===== src/hdl/pdm_pkg.sv =====
package pdm_pkg;

    // register byte offsets on the bus
    localparam logic [7:0] PDM_CTRL_OFFSET = 8'h00;
    localparam logic [7:0] PDM_MSTOP_OFFSET = 8'h04;
    localparam logic [7:0] PDM_STATUS_OFFSET = 8'h08;

    // power_down_control fields
    localparam int PDM_STANDBY_SELECT_BIT = 7;
    localparam int PDM_MODE_PIN_RELOAD_BIT = 3;
    localparam logic [7:0] PDM_CTRL_WRITABLE = 8'h88;
    localparam logic [7:0] PDM_CTRL_RESET = 8'h00;

    // status fields
    localparam int PDM_STATUS_MODE_LSB = 0;
    localparam int PDM_STATUS_BOOT_LSB = 2;

    // bus answers
    localparam logic [1:0] PDM_RESP_OKAY = 2'h0;
    localparam logic [1:0] PDM_RESP_SLVERR = 2'h2;
    localparam logic [31:0] PDM_READ_ZERO = 32'h0000_0000;

    // widths
    localparam int PDM_BOOT_PINS = 3;
    localparam int PDM_MODULES = 16;

    // oscillator settling time after a standby wake-up
    localparam int PDM_CLOCK_PERIOD_NS = 4;
    localparam int PDM_SETTLE_TIME_NS = 2000;
    localparam int PDM_SETTLE_CYCLES = (PDM_SETTLE_TIME_NS + PDM_CLOCK_PERIOD_NS - 1) / PDM_CLOCK_PERIOD_NS;

    // low-power mode of the device
    typedef enum logic [1:0] {
        PDM_RUN,
        PDM_SLEEP,
        PDM_STANDBY,
        PDM_SETTLE
    } pdm_mode_type;

endpackage


===== src/hdl/pdm_ctrl.sv =====
// Behaviour
// RL1: halt with standby_select 0 enters sleep
// RL2: halt with standby_select 1 enters software standby
// RL3: module standby halts only stopped modules
// RL4: control register 8 bits, select bit 7
// RL5: reserved control bits read zero, written zero
// RL6: mode_pin_reload resamples boot pins on wake-up; code reloads them on standby wake-up only, not on sleep exit
// RL7: low chip_clear_n resets the device
// RL8: NMI or IRQ leaves standby after settling
// RL9: module_stop bit 1 stops that module clock
// RL10: interrupt or reset leaves sleep; reset clears stops
module pdm_ctrl import pdm_pkg::*; #(
    parameter int MODULES = PDM_MODULES,
    parameter int SETTLE_CYCLES = PDM_SETTLE_CYCLES
) (
    input wire logic clock,
    input wire logic reset,
    input wire logic chip_clear_n,
    input wire logic [7:0] s_axi_awaddr,
    input wire logic s_axi_awvalid,
    output logic s_axi_awready,
    input wire logic [31:0] s_axi_wdata,
    input wire logic [3:0] s_axi_wstrb,
    input wire logic s_axi_wvalid,
    output logic s_axi_wready,
    output logic [1:0] s_axi_bresp,
    output logic s_axi_bvalid,
    input wire logic s_axi_bready,
    input wire logic [7:0] s_axi_araddr,
    input wire logic s_axi_arvalid,
    output logic s_axi_arready,
    output logic [31:0] s_axi_rdata,
    output logic [1:0] s_axi_rresp,
    output logic s_axi_rvalid,
    input wire logic s_axi_rready,
    input wire logic halt_exec,
    input wire logic int_accept,
    input wire logic nmi_irq,
    input wire logic [PDM_BOOT_PINS-1:0] boot_mode_pins,
    output logic [PDM_BOOT_PINS-1:0] boot_mode,
    output logic boot_mode_load,
    output logic cpu_halt,
    output logic clock_generator_halt,
    output logic periph_halt,
    output logic [MODULES-1:0] module_clk_en
);
    typedef struct packed {
        pdm_mode_type mode;
        logic [7:0] ctrl;
        logic [MODULES-1:0] stop;
        logic [PDM_BOOT_PINS-1:0] boot;
        logic booted;
        logic boot_load;
        logic cpu_halt;
        logic clk_halt;
        logic [MODULES-1:0] clk_en;
        logic aw_held;
        logic [7:0] awaddr;
        logic w_held;
        logic [31:0] wdata;
        logic [3:0] wstrb;
        logic bvalid;
        logic [1:0] bresp;
        logic rvalid;
        logic [31:0] rdata;
        logic [1:0] rresp;
    } pdm_ctrl_state_type;
    pdm_ctrl_state_type cur_reg;
    pdm_ctrl_state_type cur_next;
    logic rst_all;
    logic settle_start;
    logic settle_done;
    if (MODULES < 1 || MODULES > 32) begin : g_check
        $error("module count must be 1 to 32");
    end
    ////////////////////////////////////////////////////////////////////////
    // helpers
    function automatic logic [1:0] reg_index(input logic [7:0] addr);
        case (addr)
            PDM_CTRL_OFFSET: reg_index = 2'd0;
            PDM_MSTOP_OFFSET: reg_index = 2'd1;
            PDM_STATUS_OFFSET: reg_index = 2'd2;
            default: reg_index = 2'd3;
        endcase
    endfunction
    function automatic logic [31:0] merge(input logic [31:0] old, input logic [31:0] data,
                                          input logic [3:0] strb);
        merge = old;
        for (int i = 0; i < 4; i++) begin
            if (strb[i]) begin
                merge[8*i +: 8] = data[8*i +: 8];
            end
        end
    endfunction
    // reset pin low counts as reset
    assign rst_all = reset || !chip_clear_n; // RL7
    ////////////////////////////////////////////////////////////////////////
    // settling timer for standby wake-up
    assign settle_start = (cur_reg.mode == PDM_STANDBY) && nmi_irq; // RL8
    pdm_settle #(.CYCLES(SETTLE_CYCLES)) u_settle (
        .clock(clock),
        .reset(rst_all),
        .start(settle_start),
        .done(settle_done)
    );
    ////////////////////////////////////////////////////////////////////////
    // next state: bus, mode sequencer, clock gating
    always_comb begin
        logic [31:0] rd;
        logic [31:0] wide;
        rd = PDM_READ_ZERO;
        wide = PDM_READ_ZERO;
        cur_next = cur_reg;
        cur_next.boot_load = 1'b0;
        // boot pins caught once after reset release
        if (!cur_reg.booted) begin
            cur_next.boot = boot_mode_pins;
            cur_next.booted = 1'b1;
        end
        // write address and data taken in either order
        if (s_axi_awvalid && s_axi_awready) begin
            cur_next.aw_held = 1'b1;
            cur_next.awaddr = s_axi_awaddr;
        end
        if (s_axi_wvalid && s_axi_wready) begin
            cur_next.w_held = 1'b1;
            cur_next.wdata = s_axi_wdata;
            cur_next.wstrb = s_axi_wstrb;
        end
        if (cur_reg.aw_held && cur_reg.w_held) begin
            cur_next.aw_held = 1'b0;
            cur_next.w_held = 1'b0;
            cur_next.bvalid = 1'b1;
            cur_next.bresp = PDM_RESP_OKAY;
            case (reg_index(cur_reg.awaddr))
                2'd0: begin
                    wide = merge({24'h00_0000, cur_reg.ctrl}, cur_reg.wdata, cur_reg.wstrb);
                    cur_next.ctrl = wide[7:0] & PDM_CTRL_WRITABLE; // RL4 RL5
                end
                2'd1: begin
                    wide = merge(32'(cur_reg.stop), cur_reg.wdata, cur_reg.wstrb);
                    cur_next.stop = wide[MODULES-1:0]; // RL9
                end
                2'd2: cur_next.bresp = PDM_RESP_OKAY;
                default: cur_next.bresp = PDM_RESP_SLVERR;
            endcase
        end
        if (cur_reg.bvalid && s_axi_bready) begin
            cur_next.bvalid = 1'b0;
        end
        // read path
        if (s_axi_arvalid && s_axi_arready) begin
            cur_next.rvalid = 1'b1;
            cur_next.rresp = PDM_RESP_OKAY;
            case (reg_index(s_axi_araddr))
                2'd0: rd[7:0] = cur_reg.ctrl & PDM_CTRL_WRITABLE; // RL5
                2'd1: rd[MODULES-1:0] = cur_reg.stop;
                2'd2: begin
                    rd[PDM_STATUS_MODE_LSB +: 2] = 2'(cur_reg.mode);
                    rd[PDM_STATUS_BOOT_LSB +: PDM_BOOT_PINS] = cur_reg.boot;
                end
                default: cur_next.rresp = PDM_RESP_SLVERR;
            endcase
            cur_next.rdata = rd;
        end else if (cur_reg.rvalid && s_axi_rready) begin
            cur_next.rvalid = 1'b0;
        end
        // low-power mode sequencer
        case (cur_reg.mode)
            PDM_RUN: begin
                if (halt_exec) begin
                    if (cur_reg.ctrl[PDM_STANDBY_SELECT_BIT]) begin
                        cur_next.mode = PDM_STANDBY; // RL2
                    end else begin
                        cur_next.mode = PDM_SLEEP; // RL1
                    end
                end
            end
            PDM_SLEEP: begin
                if (int_accept) cur_next.mode = PDM_RUN; // RL10
            end
            PDM_STANDBY: begin
                if (nmi_irq) cur_next.mode = PDM_SETTLE; // RL8
            end
            PDM_SETTLE: begin
                if (settle_done) begin
                    cur_next.mode = PDM_RUN; // RL8
                    if (cur_reg.ctrl[PDM_MODE_PIN_RELOAD_BIT]) begin
                        cur_next.boot = boot_mode_pins; // RL6
                        cur_next.boot_load = 1'b1;
                    end
                end
            end
            default: cur_next.mode = PDM_RUN;
        endcase
        // halt and clock gate outputs follow the next mode
        cur_next.cpu_halt = (cur_next.mode != PDM_RUN); // RL1 RL2
        cur_next.clk_halt = (cur_next.mode == PDM_STANDBY) || (cur_next.mode == PDM_SETTLE); // RL2
        cur_next.clk_en = ~cur_next.stop & {MODULES{!cur_next.clk_halt}}; // RL3 RL9
    end
    ////////////////////////////////////////////////////////////////////////
    // state register; power-on reset clears stops and control
    always_ff @(posedge clock) begin
        if (rst_all) begin
            cur_reg <= '0; // RL7 RL10
            cur_reg.mode <= PDM_RUN;
            cur_reg.ctrl <= PDM_CTRL_RESET; // RL4
            cur_reg.clk_en <= '1;
        end else begin
            cur_reg <= cur_next;
        end
    end
    ////////////////////////////////////////////////////////////////////////
    // outputs
    assign s_axi_awready = !cur_reg.aw_held && !cur_reg.bvalid;
    assign s_axi_wready = !cur_reg.w_held && !cur_reg.bvalid;
    assign s_axi_bvalid = cur_reg.bvalid;
    assign s_axi_bresp = cur_reg.bresp;
    assign s_axi_arready = !cur_reg.rvalid;
    assign s_axi_rvalid = cur_reg.rvalid;
    assign s_axi_rdata = cur_reg.rdata;
    assign s_axi_rresp = cur_reg.rresp;
    assign boot_mode = cur_reg.boot;
    assign boot_mode_load = cur_reg.boot_load;
    assign cpu_halt = cur_reg.cpu_halt;
    assign clock_generator_halt = cur_reg.clk_halt;
    assign periph_halt = cur_reg.clk_halt;
    assign module_clk_en = cur_reg.clk_en;
    ////////////////////////////////////////////////////////////////////////
    // checks
    localparam int SETTLE_BOUND = SETTLE_CYCLES + 2;
endmodule


===== src/hdl/pdm_settle.sv =====
module pdm_settle import pdm_pkg::*; #(
    parameter int CYCLES = PDM_SETTLE_CYCLES
) (
    input wire logic clock,
    input wire logic reset,
    input wire logic start,
    output logic done
);

    localparam int CW = $clog2(CYCLES + 1);
    localparam logic [CW-1:0] LAST = CW'(CYCLES - 1);

    typedef struct packed {
        logic busy;
        logic [CW-1:0] count;
        logic done;
    } pdm_settle_state_type;

    pdm_settle_state_type cur_reg;
    pdm_settle_state_type cur_next;

    if (CYCLES < 1) begin : g_check
        $error("settle count must be at least one cycle");
    end

    ////////////////////////////////////////////////////////////////////////
    // count out the settling time, one done pulse at the end
    always_comb begin
        cur_next = cur_reg;
        cur_next.done = 1'b0;
        if (start && !cur_reg.busy) begin
            cur_next.busy = 1'b1;
            cur_next.count = '0;
        end else if (cur_reg.busy) begin
            if (cur_reg.count == LAST) begin
                cur_next.busy = 1'b0;
                cur_next.done = 1'b1;
            end else begin
                cur_next.count = cur_reg.count + 1'b1;
            end
        end
    end

    always_ff @(posedge clock) begin
        if (reset) begin
            cur_reg <= '0;
        end else begin
            cur_reg <= cur_next;
        end
    end

    assign done = cur_reg.done;

endmodule


===== config.mk =====
export PLATFORM = sky130hd
export DESIGN_NAME = pdm_ctrl
export DESIGN_NICKNAME = d
export VERILOG_FILES = /design/src/hdl/pdm_pkg.sv /design/src/hdl/pdm_ctrl.sv /design/src/hdl/pdm_settle.sv
export SDC_FILE = /design/constraint.sdc
export NUM_CORES = 1
export LEC_CHECK = 0
export BUFFER_PORTS_ARGS = -buffer_cell sky130_fd_sc_hd__buf_2
export CAP_MARGIN = 25
export CORE_UTILIZATION = 57
export CTS_BUF_LIST = sky130_fd_sc_hd__clkbuf_8
export DETAILED_ROUTE_END_ITERATION = 10
export PLACE_DENSITY = 0.93
export REMOVE_ABC_BUFFERS = 1
export SYNTH_ARGS = -nofsm -noshare
export SYNTH_HDL_FRONTEND = slang
export SYNTH_SLANG_ARGS = --single-unit

===== constraint.sdc =====
create_clock -name clock -period 2.35 [get_ports clock]
set_input_delay 0.47 -clock clock [delete_from_list [all_inputs] [get_ports clock]]
set_output_delay 0.47 -clock clock [all_outputs]
set_load 0.005 [all_outputs]

# After elaboration in Yosys (flattened, before gate mapping)
# Cells that the tools add are included.
# totals
regBits,104
input_bits,66
out_inout_bits,64
wordCells,109
# op_classes
n_addsub,1
eq_ne,14
mux,31
n_bitwise,6
n_reduce_logical,35
# op_table
operator,count
$mux 16,2
$mux 8,3
$mux 2,9
$and 16x16->16,1
$eq 8x3->1 const B,2
$eq 8x4->1 const B,2
$logic_not 8->1,2
$not 16->16,1
$pmux 5 s3,1
$eq 2x2->1 const B,6
$pmux 2 s3,2
$reduce_or 3->1,4
$mux 11,1
$logic_and 1x1->1,10
$mux 10,1
$add 9x1->9 const B,1
$eq 9x9->1 const B,1
$mux 3,3
$mux 9,1
$pmux 2 s4,1
$logic_not 1->1,7
$eq 2x1->1 const B,3
$logic_not 2->1,3
$pmux 3 s2,1
8 further kinds,19

# Depth between registers and ports, before layout
# depth
ltp_word,8
ltp_mapped,6

# Hierarchy
# Synthesis repeated with hierarchy kept, for this count alone.
# unflattened
cells_unflattened,445
area_unflattened_um2,4172.8
# modules_own_cells
mod,n_inst,cells_per_inst,area_per_inst_um2
pdm_ctrl,1,389,3636.0
pdm_settle,1,56,536.8

# Least setup slack after synthesis
# OpenSTA, ideal clock, no wires.
# synth_path
path_kind,input to register
startpoint,input port s_axi_araddr[5]
endpoint,"register cur_reg, in the netlist s_axi_rdata[7]"
setup_time_ns,0.070
t_arrival_ns,1.476
required_ns,2.280
setup_slack_ns,0.803
cell_stages,4
n_path_buf,0
path_cell_list,nor4_4 > nand2_2 > or4_1 > a21oi_1
# synth_via
elab_chain_cells,5
# synth_lines
item,line,rtl
start: declaration,pdm_ctrl.sv:29,"input wire logic [7:0] s_axi_araddr,"
"$eq 8x4->1, or another cell as far along",pdm_ctrl.sv:79,case (addr)
$pmux 2 s3 (*),pdm_ctrl.sv:79,
$mux 2 (*),pdm_ctrl.sv:152,if (s_axi_arvalid && s_axi_arready) begin
$eq 2x1->1 or $logic_not 2->1 (tied branches),pdm_ctrl.sv:155,case (reg_index(s_axi_araddr))
$pmux 3 s2 (*),pdm_ctrl.sv:155,
end signal: assignment,pdm_ctrl.sv:210,cur_reg <= cur_next;
end: declaration,pdm_ctrl.sv:68,pdm_ctrl_state_type cur_reg;
# Every way passes the cells marked *; elsewhere a longest branch is shown, timed or not. The select of a mux whose other input is x is not followed.
# A chain may end at the register's enable or synchronous reset.

# Worst setup path in the final report
# layout_path
startpoint,register cur_reg[75] in the netlist's numbering
endpoint,"register cur_reg, in the netlist module_clk_en[7]"
# layout_via
elab_chain_cells,8
# layout_lines
item,line,rtl
"$eq 8x4->1, or another cell as far along",pdm_ctrl.sv:79,
$pmux 2 s3 (*),pdm_ctrl.sv:79,
$mux 2 (*),pdm_ctrl.sv:130,if (cur_reg.aw_held && cur_reg.w_held) begin
$eq 2x1->1 (*),pdm_ctrl.sv:135,case (reg_index(cur_reg.awaddr))
$mux 16 (*),pdm_ctrl.sv:135,
$mux 16 (*),pdm_ctrl.sv:130,
$not 16->16 (*),pdm_ctrl.sv:199,cur_next.clk_en = ~cur_next.stop & {MODULES{!cur_next.clk_halt}};
$and 16x16->16 (*),pdm_ctrl.sv:199,
# Marked as above.

==> out/summary.txt <==
main combinational cell family by area after synthesis = simple AND/OR/NAND/NOR gates
1st-pass router iterations = 5
sequential cell area fraction in the yosys report = 0.495
post-CTS sizing = 0
Post-Synth Simple-Gate Area = 0.187
Clock Path Buffers = 2
Sw Pwr = 792 µW
Reg clk slew, reported paths = 0.11 ns
detailed router's first-iteration violation count = 121
hold slack = 0.317 ns
#FFs+latches synth = 102
P&R area growth vs syn = 10.3%
Die Y = 87.0 µm
sequential share of power = 0.564
Yosys cell types = 40
crit-path max FO = 8
Congestion Overflow GR = 0
Final Cell Area = 4550 µm²
CTS Buf Count = 9
hold buffer count at cts = 0
Post-Synth Adder-Cell Area = 0.00304
number of core rows = 30
vias per std cell = 5.19
H-tree depth = 3
switching portion of total power = 0.253
Final Hold Violating Endpoints = 0
TritonCTS clock tree = yes
Core Util, Final = 0.658
initial core utilization = 0.597
Setup crit end kind = register
placed inst area = 4320 µm²
FMAX = 605 MHz
period utilization = 0.703
max cap viols = 0
Hold Path Class = in -> reg
Routed Antenna Nets = 0
hpwl dp = 5700 µm
initial antenna violation count = 0
Slew @ Worst Pin = 0.829 ns
P_int = 2340 µW
global-route wire length before repair = 12900 µm
largest net degree at the start of global routing = 68
Nets = 567
worst skew pair latency = 0.37 ns
post-synthesis compound-gate area fraction = 0.121
Power Density = 689 nW/µm²
IO Pins = 130
GP Congestion = 0.729
mux cell area share after synthesis = 0.0559
Comb pwr share = 0.057
run status = finished, final reports clean
DR DRC count = 0
Core Box Area = 6910 µm²
max_slew headroom = 0.445
Clock power frac = 0.379
Post-Synth XOR/XNOR Area = 0.0149
Leak = 0.00195 µW
Sink Count = 102
Die W = 87.0 µm
Setup violations, final = 0
max-slew violation count = 0
drt wl/cell = 13.6 µm
gr usage total = 0.221
Mapped Area = 4120 µm²
clk_skew = 0.0146 ns
CP Data Arrival Time = 1.92 ns
vias in the first global route = 2866
# Post-CTS Setup Buffers = 0
IO buf count = 93
max reg flops = 49
crit path kind = reg -> reg
DR vias = 3120
CTS root buf = clkbuf_8
VDD IR max = 0.361 mV
diode count = 0
share of cells above drive strength 1 = 0.244
die area = 7580 µm²
Critical Path Start Type = register
count of warnings emitted by yosys = 0
Min Clock Period, post-route = 1.65 ns
Syn Area/Cell = 9.24 µm²
CP Data Required Time = 2.61 ns
Synth Instances = 446
Total Wirelength = 8150 µm
RSZ-0062 raised after global routing = no
[worst paths after layout]
path / from / endpoint / slack [ns] / cells after the start
setup / recovery: cur_reg[75] / module_clk_en[7] / 0.70 / 4
hold reg to reg: s_axi_rdata[4] / s_axi_rdata[4] / 0.46 / 2
hold / removal: s_axi_wdata[11] / cur_reg[53] / 0.32 / 3
setup reg to reg: cur_reg[75] / module_clk_en[7] / 0.70 / 4
[layer usage]
layer,track usage,wire length (µm),vias to the layer above
li1,-,-,1536
met1,0.263,3610,1472
met2,0.389,4010,99
met3,0.0417,392,13
met4,0.0939,139,0
met5,0,0,-
[logic make-up (layout without fill, tap and decap cells)]
logic type	after synthesis	after routing
mux	23	23
compound gates	77	77
fa+ha+maj	1	1
xor+xnor	7	7
flops	102	102
other cells	1	18
buf+inv	76	118
simple gates	159	159
[power by group through the flow]
stage	Clock, µW	Combinational, µW	Sequential, µW
final	1190	179	1770
after CTS	1200	178	1770
after global routing	1270	201	1770
after detailed placement	0	177	1810
after global placement	0	174	1800
after floorplan	0	94.9	1800
[synthesized netlist by cell type (all sizes together)]
library cell | count | area (µm²)
a21o | 16 | 120
and2 | 3 | 18.8
and4b | 1 | 10.0
or4 | 1 | 7.51
buf | 60 | 439
or3b | 1 | 8.76
or3 | 5 | 31.3
xor2 | 3 | 26.3
a22oi | 4 | 30.0
dfxtp | 102 | 2040
nand3 | 4 | 20.0
nor3 | 5 | 36.3
ha | 1 | 12.5
and3b | 1 | 8.76
nand4 | 10 | 92.6
nand2b | 2 | 12.5
nor2 | 43 | 161
nand2 | 75 | 284
mux2i | 23 | 230
a31oi | 1 | 12.5
clkbuf | 11 | 41.3
a211oi | 1 | 7.51
a22o | 10 | 87.6
a21boi | 1 | 7.51
nor2b | 4 | 25.0
and3 | 1 | 6.26
o41ai | 1 | 16.3
xnor2 | 4 | 35.0
a21oi | 41 | 205
o2bb2ai | 1 | 8.76
conb | 1 | 3.75
inv | 5 | 18.8
nor4 | 3 | 48.8
o21ai | 1 | 5.00
[per-stage QoR]
step / setup slack, ns / TNS (ns) / power [µW] / cells
finish: 0.698 / 0 / 3130 / 601
global route: 0.580 / 0 / 3240 / 601
CTS: 0.696 / 0 / 3140 / 601
detailed placement: 0.499 / 0 / 1980 / 585
global placement: 0.563 / 0 / 1980 / 585
floorplan: -0.529 / -8.49 / 1900 / 392
[cell usage in the layout, fill, tap and decap left out, types with 5 or more instances in the layout]
master    instances
mux2i_1          23
nand2_1          74
a21oi_1          41
conb_1           18
a21o_1           16
or3_1             5
nand4_1           8
buf_2            93
clkbuf_8          9
inv_1             5
a22o_1           10
nor2_1           43
dfxtp_1         102
[area by class of cell]
cell class | instances | area (µm²)
sequential | 102 | 2040
clock inverter | 7 | 100
inverter | 5 | 18.8
tap | 96 | 120
clock buffer | 9 | 124
multi-input combinational | 285 | 1650
timing repair buffer | 97 | 495
fill | 555 | 2360
[critical path, cell delays in order (launching register included)]
cell and delay (ns):
dfxtp_1 0.35, nor4_4 0.48, nand4_4 0.32, mux2i_1 0.22, a21o_1 0.17
No activity file was read; power rests on OpenSTA's default activity.
